File: config.mk
export PLATFORM = sky130hd
export DESIGN_NAME = pmbt_core
export DESIGN_NICKNAME = d
export VERILOG_FILES = /design/src/pmbt_pkg.sv /design/src/pmbt_phase_timer.sv /design/src/pmbt_core.sv
export SDC_FILE = /design/constraint.sdc
export NUM_CORES = 1
export LEC_CHECK = 0
export BUFFER_PORTS_ARGS = -buffer_cell sky130_fd_sc_hd__buf_4
export CORE_UTILIZATION = 48
export CTS_CLUSTER_SIZE = 16
export DETAILED_ROUTE_END_ITERATION = 8
export GPL_TIMING_DRIVEN = 0
export PLACE_DENSITY_LB_ADDON = 0.12
export SLEW_MARGIN = 20
export SYNTH_ARGS = -nofsm -noshare
export SYNTH_HDL_FRONTEND = slang
export SYNTH_SLANG_ARGS = --single-unit
File: constraint.sdc
create_clock -name core_clk -period 2.66 [get_ports core_clk]
set_input_delay 0.266 -clock core_clk [delete_from_list [all_inputs] [get_ports core_clk]]
set_output_delay 0.266 -clock core_clk [all_outputs]
set_load 0.005 [all_outputs]
File: src/pmbt_pkg.sv
// pmbt_pkg: shared constants and types of the parallel master bus sequencer.
// assumes every user of it imports the whole package or names items by scope.
package pmbt_pkg;

    // widths of the software side, of the pins and of the phase timer
    localparam int DATA_W     = 16;
    localparam int BYTE_W     = 8;
    localparam int ADDR_W     = 16;
    localparam int PIN_ADDR_W = 14;
    localparam int TIMER_W    = 5;

    // address/data multiplex settings
    localparam logic [1:0] MUX_DEMUX  = 2'h0;
    localparam logic [1:0] MUX_PART   = 2'h1;
    localparam logic [1:0] MUX_FULL8  = 2'h2;
    localparam logic [1:0] MUX_FULL16 = 2'h3;

    // strobe schemes
    localparam logic SCHEME_DIR_ENABLE = 1'b0;
    localparam logic SCHEME_RD_WR      = 1'b1;

    // address bit positions doubling as chip selects
    localparam int CS_TWO_BIT = 15;
    localparam int CS_ONE_BIT = 14;

    // timing: an address latch phase is this many clocks plus the setup phase
    localparam int         ALAT_BASE_CYC   = 2;
    localparam int         WAIT_ADD_CYC    = 1;
    localparam int         FORCED_WAIT_CYC = 1;
    localparam logic [3:0] STROBE_WAIT_OFF = 4'h0;

    // reset values
    localparam logic [DATA_W-1:0] BUS_DATA_RST = 16'h0000;
    localparam logic [ADDR_W-1:0] ADDR_RST     = 16'h0000;

    typedef enum logic [2:0] {
        ST_IDLE,
        ST_ALAT_LO,
        ST_ALAT_HI,
        ST_SETUP,
        ST_STROBE,
        ST_HOLD
    } pmbt_state_t;

endpackage

File: src/pmbt_phase_timer.sv
// pmbt_phase_timer: down counter timing one phase of a bus cycle.
// assumes load values are never zero; expire marks the phase's final clock.
`timescale 1ns/1ps

module pmbt_phase_timer #(
    parameter int W = pmbt_pkg::TIMER_W
) (
    input  logic         core_clk,
    input  logic         rst_n,
    input  logic         load,
    input  logic [W-1:0] load_val,
    output logic         expire
);
    import pmbt_pkg::*;

    logic [W-1:0] cnt_r;
    logic [W-1:0] cnt_nxt;

    // a width below two cannot hold the shortest address phase
    if (W < 2) begin : g_w_check
        $error("pmbt_phase_timer: W too small");
    end

    // reload on a phase change, otherwise count down and rest at one
    always_comb begin
        cnt_nxt = cnt_r;
        if (load) begin
            cnt_nxt = load_val;
        end else if (cnt_r > W'(1)) begin
            cnt_nxt = cnt_r - W'(1);
        end
    end

    always_ff @(posedge core_clk or negedge rst_n) begin
        if (!rst_n) begin
            cnt_r <= W'(1);
        end else begin
            cnt_r <= cnt_nxt;
        end
    end

    assign expire = (cnt_r == W'(1));

endmodule

File: src/pmbt_core.sv
// pmbt_core: master-side cycle sequencer of an 8/16-bit parallel port.
// assumes config inputs sit on core_clk and stay stable while busy; pin data is synchronised.
`timescale 1ns/1ps

module pmbt_core (
    input  logic                          core_clk,
    input  logic                          rst_n,
    // software side of the data and address registers
    input  logic                          sw_read_req,
    input  logic                          sw_write_req,
    input  logic [pmbt_pkg::DATA_W-1:0]   sw_write_data,
    input  logic [pmbt_pkg::ADDR_W-1:0]   bus_address_register,
    output logic [pmbt_pkg::DATA_W-1:0]   bus_data_register,
    output logic                          busy,
    output logic                          port_event_flag,
    input  logic                          port_event_clear,
    // configuration
    input  logic [1:0]                    addr_data_mux_select,
    input  logic [1:0]                    setup_wait_count,
    input  logic [3:0]                    strobe_wait_count,
    input  logic [1:0]                    hold_wait_count,
    input  logic                          strobe_scheme,
    input  logic                          data_16bit,
    input  logic                          cs_one_enable,
    input  logic                          cs_two_enable,
    // pins
    output logic                          chip_select_one,
    output logic                          chip_select_two,
    output logic [pmbt_pkg::PIN_ADDR_W-1:0] port_address_lines,
    output logic [pmbt_pkg::DATA_W-1:0]   port_data_out,
    output logic [pmbt_pkg::DATA_W-1:0]   port_data_oe,
    input  logic [pmbt_pkg::DATA_W-1:0]   port_data_in,
    output logic                          addr_latch_low_strobe,
    output logic                          addr_latch_high_strobe,
    output logic                          read_strobe,
    output logic                          write_strobe,
    output logic                          enable_strobe
);
    import pmbt_pkg::*;

    localparam logic [BYTE_W-1:0] BYTE_ZERO = 8'h00;
    pmbt_state_t          state_r;
    pmbt_state_t          state_nxt;
    logic                 op_write_r;
    logic                 op_write_nxt;
    logic [ADDR_W-1:0]    addr_r;
    logic [ADDR_W-1:0]    addr_nxt;
    logic [DATA_W-1:0]    wdata_r;
    logic [DATA_W-1:0]    wdata_nxt;
    logic [DATA_W-1:0]    rdata_r;
    logic [DATA_W-1:0]    rdata_nxt;
    logic                 event_r;
    logic                 event_nxt;
    logic [DATA_W-1:0]    din_meta_r;
    logic [DATA_W-1:0]    din_sync_r;
    logic [1:0]           cap_r;
    logic [1:0]           cap_nxt;

    logic                 cs_one_r;
    logic                 cs_one_nxt;
    logic                 cs_two_r;
    logic                 cs_two_nxt;
    logic                 ale_lo_r;
    logic                 ale_lo_nxt;
    logic                 ale_hi_r;
    logic                 ale_hi_nxt;
    logic                 rd_r;
    logic                 rd_nxt;
    logic                 wr_r;
    logic                 wr_nxt;
    logic                 en_r;
    logic                 en_nxt;
    logic [DATA_W-1:0]    dout_r;
    logic [DATA_W-1:0]    dout_nxt;
    logic [DATA_W-1:0]    doe_r;
    logic [DATA_W-1:0]    doe_nxt;

    logic [TIMER_W-1:0]   eff_setup;
    logic [TIMER_W-1:0]   eff_strobe;
    logic [TIMER_W-1:0]   eff_hold;
    logic [TIMER_W-1:0]   alat_len;
    logic [TIMER_W-1:0]   hold_len;
    logic [TIMER_W-1:0]   load_val;
    logic                 load;
    logic                 expire;
    logic                 last;
    logic                 accept;
    logic                 cs_any;
    logic [ADDR_W-1:0]    mux_addr;
    logic                 act;
    logic                 in_strobe;

    pmbt_phase_timer #(
        .W        (TIMER_W)
    ) u_timer (
        .core_clk (core_clk),
        .rst_n    (rst_n),
        .load     (load),
        .load_val (load_val),
        .expire   (expire)
    );

    // effective phase lengths; strobe wait zero overrides both side fields
    always_comb begin
        if (strobe_wait_count == STROBE_WAIT_OFF) begin
            eff_setup  = TIMER_W'(FORCED_WAIT_CYC);
            eff_strobe = TIMER_W'(FORCED_WAIT_CYC);
            eff_hold   = TIMER_W'(FORCED_WAIT_CYC);
        end else begin
            eff_setup  = TIMER_W'(setup_wait_count) + TIMER_W'(WAIT_ADD_CYC);
            eff_strobe = TIMER_W'(strobe_wait_count) + TIMER_W'(WAIT_ADD_CYC);
            eff_hold   = TIMER_W'(hold_wait_count) + TIMER_W'(WAIT_ADD_CYC);
        end
    end

    // reads end one clock short of writes, so their hold phase may vanish
    assign alat_len = TIMER_W'(ALAT_BASE_CYC) + eff_setup;
    assign hold_len = op_write_r ? eff_hold : (eff_hold - TIMER_W'(1));

    // final clock of the whole cycle, and the busy view software polls
    assign last = ((state_r == ST_STROBE) && expire && (hold_len == '0))
                || ((state_r == ST_HOLD) && expire);
    assign busy = (state_r != ST_IDLE) && !last;
    // requests seen while busy are dropped, not queued
    assign accept = (sw_read_req || sw_write_req) && !busy
                  && ((state_r == ST_IDLE) || last);

    // sequencer: address phases, setup, strobe, hold
    always_comb begin
        state_nxt    = state_r;
        op_write_nxt = op_write_r;
        addr_nxt     = addr_r;
        wdata_nxt    = wdata_r;
        load         = 1'b0;
        load_val     = eff_setup;
        case (state_r)
            ST_ALAT_LO: begin
                if (expire) begin
                    load = 1'b1;
                    if (addr_data_mux_select == MUX_FULL8) begin
                        state_nxt = ST_ALAT_HI;
                        load_val  = alat_len;
                    end else begin
                        state_nxt = ST_SETUP;
                    end
                end
            end
            ST_ALAT_HI: begin
                if (expire) begin
                    state_nxt = ST_SETUP;
                    load      = 1'b1;
                end
            end
            ST_SETUP: begin
                if (expire) begin
                    state_nxt = ST_STROBE;
                    load      = 1'b1;
                    load_val  = eff_strobe;
                end
            end
            ST_STROBE: begin
                if (expire) begin
                    if (hold_len == '0) begin
                        state_nxt = ST_IDLE;
                    end else begin
                        state_nxt = ST_HOLD;
                        load      = 1'b1;
                        load_val  = hold_len;
                    end
                end
            end
            ST_HOLD: begin
                if (expire) begin
                    state_nxt = ST_IDLE;
                end
            end
            default: begin
                state_nxt = ST_IDLE;
            end
        endcase
        // a new request may follow straight on from the final clock
        if (accept) begin
            load         = 1'b1;
            op_write_nxt = sw_write_req;
            addr_nxt     = bus_address_register;
            if (sw_write_req) begin
                wdata_nxt = sw_write_data;
            end
            if (addr_data_mux_select == MUX_DEMUX) begin
                state_nxt = ST_SETUP;
                load_val  = eff_setup;
            end else begin
                state_nxt = ST_ALAT_LO;
                load_val  = alat_len;
            end
        end
    end

    // read capture and event flag; a new strobe outweighs a clear
    always_comb begin
        rdata_nxt = rdata_r;
        cap_nxt   = {cap_r[0], last && !op_write_r}; // pins lag two flops behind the end
        if (cap_r[1]) begin
            rdata_nxt[BYTE_W-1:0] = din_sync_r[BYTE_W-1:0];
            rdata_nxt[DATA_W-1:BYTE_W] = data_16bit ? din_sync_r[DATA_W-1:BYTE_W]
                                                    : BYTE_ZERO;
        end
        event_nxt = (load && (state_nxt == ST_STROBE))
                  || (event_r && !port_event_clear);
    end

    // pin values follow the next state, so pins change with state_r
    assign act       = (state_nxt != ST_IDLE);
    assign in_strobe = (state_nxt == ST_STROBE);
    assign cs_any    = cs_one_enable || cs_two_enable;
    assign mux_addr  = {addr_nxt[CS_TWO_BIT:CS_ONE_BIT] & {2{!cs_any}},
                        addr_nxt[CS_ONE_BIT-1:0]};

    always_comb begin
        cs_one_nxt = act && cs_one_enable && addr_nxt[CS_ONE_BIT];
        cs_two_nxt = act && cs_two_enable && addr_nxt[CS_TWO_BIT];
        // a latch pulse at the start of each address phase; in 16-bit full mux both latch strobes pulse at once
        ale_lo_nxt = load && (state_nxt == ST_ALAT_LO);
        ale_hi_nxt = load && ((state_nxt == ST_ALAT_HI)
                   || ((state_nxt == ST_ALAT_LO)
                       && (addr_data_mux_select == MUX_FULL16)));
        if (strobe_scheme == SCHEME_RD_WR) begin
            rd_nxt = in_strobe && !op_write_nxt;
            wr_nxt = in_strobe && op_write_nxt;
            en_nxt = 1'b0;
        end else begin
            rd_nxt = act && !op_write_nxt;   // direction: high reads
            wr_nxt = 1'b0;
            en_nxt = in_strobe;
        end
        dout_nxt = dout_r;
        doe_nxt  = '0;
        case (state_nxt)
            ST_ALAT_LO: begin
                if (addr_data_mux_select == MUX_FULL16) begin
                    dout_nxt = mux_addr;
                    doe_nxt  = {{BYTE_W{data_16bit}}, {BYTE_W{1'b1}}};
                end else begin
                    dout_nxt = {BYTE_ZERO, addr_nxt[BYTE_W-1:0]};
                    doe_nxt  = {BYTE_ZERO, {BYTE_W{1'b1}}};
                end
            end
            ST_ALAT_HI: begin
                dout_nxt = {BYTE_ZERO, mux_addr[ADDR_W-1:BYTE_W]};
                doe_nxt  = {BYTE_ZERO, {BYTE_W{1'b1}}};
            end
            ST_SETUP, ST_STROBE, ST_HOLD: begin
                if (op_write_nxt) begin
                    dout_nxt = wdata_nxt;
                    doe_nxt  = {{BYTE_W{data_16bit}}, {BYTE_W{1'b1}}};
                end
            end
            default: begin
                doe_nxt = '0;
            end
        endcase
    end

    always_ff @(posedge core_clk or negedge rst_n) begin
        if (!rst_n) begin
            state_r    <= ST_IDLE;
            op_write_r <= 1'b0;
            addr_r     <= ADDR_RST;
            wdata_r    <= BUS_DATA_RST;
            rdata_r    <= BUS_DATA_RST;
            event_r    <= 1'b0;
            din_meta_r <= '0;
            din_sync_r <= '0;
            cap_r      <= 2'h0;
            cs_one_r   <= 1'b0;
            cs_two_r   <= 1'b0;
            ale_lo_r   <= 1'b0;
            ale_hi_r   <= 1'b0;
            rd_r       <= 1'b0;
            wr_r       <= 1'b0;
            en_r       <= 1'b0;
            dout_r     <= '0;
            doe_r      <= '0;
        end else begin
            state_r    <= state_nxt;
            op_write_r <= op_write_nxt;
            addr_r     <= addr_nxt;
            wdata_r    <= wdata_nxt;
            rdata_r    <= rdata_nxt;
            event_r    <= event_nxt;
            din_meta_r <= port_data_in;
            din_sync_r <= din_meta_r;
            cap_r      <= cap_nxt;
            cs_one_r   <= cs_one_nxt;
            cs_two_r   <= cs_two_nxt;
            ale_lo_r   <= ale_lo_nxt;
            ale_hi_r   <= ale_hi_nxt;
            rd_r       <= rd_nxt;
            wr_r       <= wr_nxt;
            en_r       <= en_nxt;
            dout_r     <= dout_nxt;
            doe_r      <= doe_nxt;
        end
    end

    // software sees the value of the most recent completed read
    assign bus_data_register      = rdata_r;
    assign port_event_flag        = event_r;
    assign chip_select_one        = cs_one_r;
    assign chip_select_two        = cs_two_r;
    assign port_address_lines     = addr_r[PIN_ADDR_W-1:0];
    assign port_data_out          = dout_r;
    assign port_data_oe           = doe_r;
    assign addr_latch_low_strobe  = ale_lo_r;
    assign addr_latch_high_strobe = ale_hi_r;
    assign read_strobe            = rd_r;
    assign write_strobe           = wr_r;
    assign enable_strobe          = en_r;

endmodule

==> results.ini <==
[status]
status = finished with violations
violations = negative hold slack, negative setup slack

[logic_synthesis]
synth.most_common_cell = dfrtp_1
synth-compound-area-share_pct = 16.2
synthTopCellsByCount = dfrtp_1, nand2_1, a21oi_1, mux2_2, buf_4
synth_top_family_by_area = compound AO/OA/AOI/OAI gates
synthAdderAreaFrac_pct = 2.05
synth.avg_cell_area_sq_um = 10.6
synth_nets = 597
ys_ff_latch = 117
synth_edf_count = 0
netlist_instances = 521
yosys_warnings = 0
synth_seq_area_share_pct = 53.3
yosys.area.top_type = dfrtp_1
synth_cell_types = 58
synth-xor-area-share_pct = 0.955
synthMuxAreaShare_pct = 6.89
synth_top_area_share_pct = 52.8
netlist_top_cells_area = dfrtp_1, mux2_2, buf_4
synthesis.area_sq_um = 5500
synth-simple-area-share_pct = 12.4
async_flop_share_pct = 100
synthFlopType = dfrtp_1

[setup_path]
worst_setup_path_start_kind = primary input
r2r_end = port_data_out[11]
worstRegToRegCells = 11
r2r_slack_ns = -0.37
rr_startpoint = u_timer.cnt_r[0]
cp_max_fo = 6
critPathArrivalTime_ns = 3.34
crit_path_frequent_cell = ha_4
worst_path_max_delay_cell = or3b_4
path_cells = buf_12, inv_12, ha_4, or3b_4, nand2_4, inv_4, ha_4, ha_4, nor4bb_4, buf_4, o21ai_4, a311oi_2, buf_4, o22ai_2, o22ai_1, o21ba_4, buf_6, o22a_1
cp.required_ns = 2.95
cpPeakStageDelay_ns = 0.42
crit_type = in -> reg
cp_top_family = compound AO/OA/AOI/OAI gates
worstSetupEndpointType = flop
worst-path-buf-inv = 6

[timing]
fmax_ghz = 0.328
slew_headroom_pct = 38.8
final.period_utilization_pct = 114
fin_ws_ns = -0.385
skew_ns = 0.00561
rsz0062_at_grt = true
tightest_slew_ns = 0.918
finalSetupViolCount = 39
fin_setup_tns_ns = -10.49
whs_ns = -0.0256
min_period_ns = 3.04
hold_viol_final = 26
drv_slew = 0

[die]
fp.dieH_microns = 109
die_area_sq_um = 11900
initial_core_util_pct = 50.1
pin_count = 138
rows = 38
core_sq_um = 11000
die_w_microns = 109

[routing]
wl_mm = 15.8
dr.pass1.iters = 5
drcViolationCount = 0
vias_per_cell = 5.52
antenna_left = 0
dr_total_vias = 4872
post_drt_wl_per_cell_microns = 17.9
drtIter0Drc = 410

[cells_and_area]
drive_gt1_share_pct = 46.4
diodes = 0
final_nets = 806
final_cells = 882
syn2layout_area_growth_pct = 52.0

[power_and_ir_drop]
total_power_uw = 10300
p_per_area_nw_per_um2 = 1230
p_leak_uw = 0.00396
ir_drop_mv = 0.714

[clocking]
htree_num_levels = 4
cts_root_buf = clkbuf_16
cts_buffer_depth = 2
path_clk_slew_ns = 0.05
cts_buffers = 17
cts_sinks = 117
clock_latency_ns = 0.42
cts_tree = built

[placement]
gp_congestion = 0.898
dpl.hpwl_mm = 10.5
portBuffers = 134
dp.cells = 795

[global_route]
grt-ovfl-total = 0
grt_max_degree = 118
grt_pass1_wl_mm = 24.3
grt_pass1_vias = 4836
antenna_found_initial = 0
grt_usage_pct = 27.3

[flow_run]
maxCapViolCount = 0

[hold_path]
hold_class = in -> async

==> power by group <==
part           internal (uW)  switching (uW)
logic                   2890            2270
clock network           1470             780
registers               2440             481
total                   6790            3530
==> worst max path at each step <==
stage                              start           endpoint  slack [ns]  cells after the start
global route        strobe_wait_count[1]   port_data_out[1]       -0.48                     19
detailed placement  strobe_wait_count[1]        read_strobe       -1.23                     18
global placement    strobe_wait_count[1]        read_strobe       -1.18                     18
floorplan           strobe_wait_count[1]  port_data_out[10]       -0.61                     18
CTS                 strobe_wait_count[1]  port_data_out[12]       -0.41                     18
finish              strobe_wait_count[1]   port_data_out[1]       -0.38                     18
==> cells by family after synthesis <==
logic type / after synthesis
AOI/OAI and AO/OA: 132
and+or+nand+nor: 139
adders and majority gates: 9
xor gates and xnor gates: 6
muxes: 34
buffers and inverters: 84
DFF: 117
==> per-layer routing <==
layer	global-route usage [%]	part of all wire [%]	wire [microns]	vias up
met5	0	0	0	-
met4	10.6	2.0	317	0
met3	6.10	6.5	1030	27
met2	44.3	49	7730	185
met1	35.5	42	6690	2404
li1	-	-	-	2256
==> metrics by stage <==
stage / util [%] / cell area [sq um] / worst slack (ns)
floorplan: - / 5660 / -0.608
global placement: 62.3 / 6850 / -1.18
detailed placement: 62.4 / 6850 / -1.23
finish: 76.1 / 8360 / -0.385
global route: 76.1 / 8360 / -0.478
CTS: 74.7 / 8200 / -0.411
==> flip-flops by register name, indices dropped and copies added (netlist names), 2 cells and up <==
name and cells:
wdata_r 16, port_data_out 16, u_timer.cnt_r 5, addr_r 16, din_sync_r 16, cap_r 2
port_data_oe 2, bus_data_register 16, state_r 3, din_meta_r 16
==> cells in the final DEF (no fill, tap or decap), types with 16 or more instances in the layout <==
cell type      count
buf_4            189
dfrtp_1          116
nand2_1           45
mux2_2            28
nor2_1            24
a21oi_1           23
inv_1             22
o21ai_0           20
clkbuf_16         19
o22ai_1           18
nand3_1           17
dlygate4sd3_1     16
==> timing repair <==
item	in CTS	in global routing
setup buffers	33	10
pin swaps	52	30
endpoints found under the setup margin	63	64
hold buffers	16	0
cloned	3	1
hold endpoints to repair	16	0
gates resized for setup	81	28
==> cell type report <==
type / instances / area [sq um]
Fill cell: 741 / 2620
Tap cell: 140 / 175
Buffer: 55 / 457
Clock buffer: 23 / 488
Timing Repair Buffer: 194 / 1630
Clock inverter: 8 / 98.8
Multi-Input combinational cell: 320 / 2470
Sequential cell: 117 / 2930
Inverter: 25 / 114
Note: power is estimated with default switching activity, not from simulation.
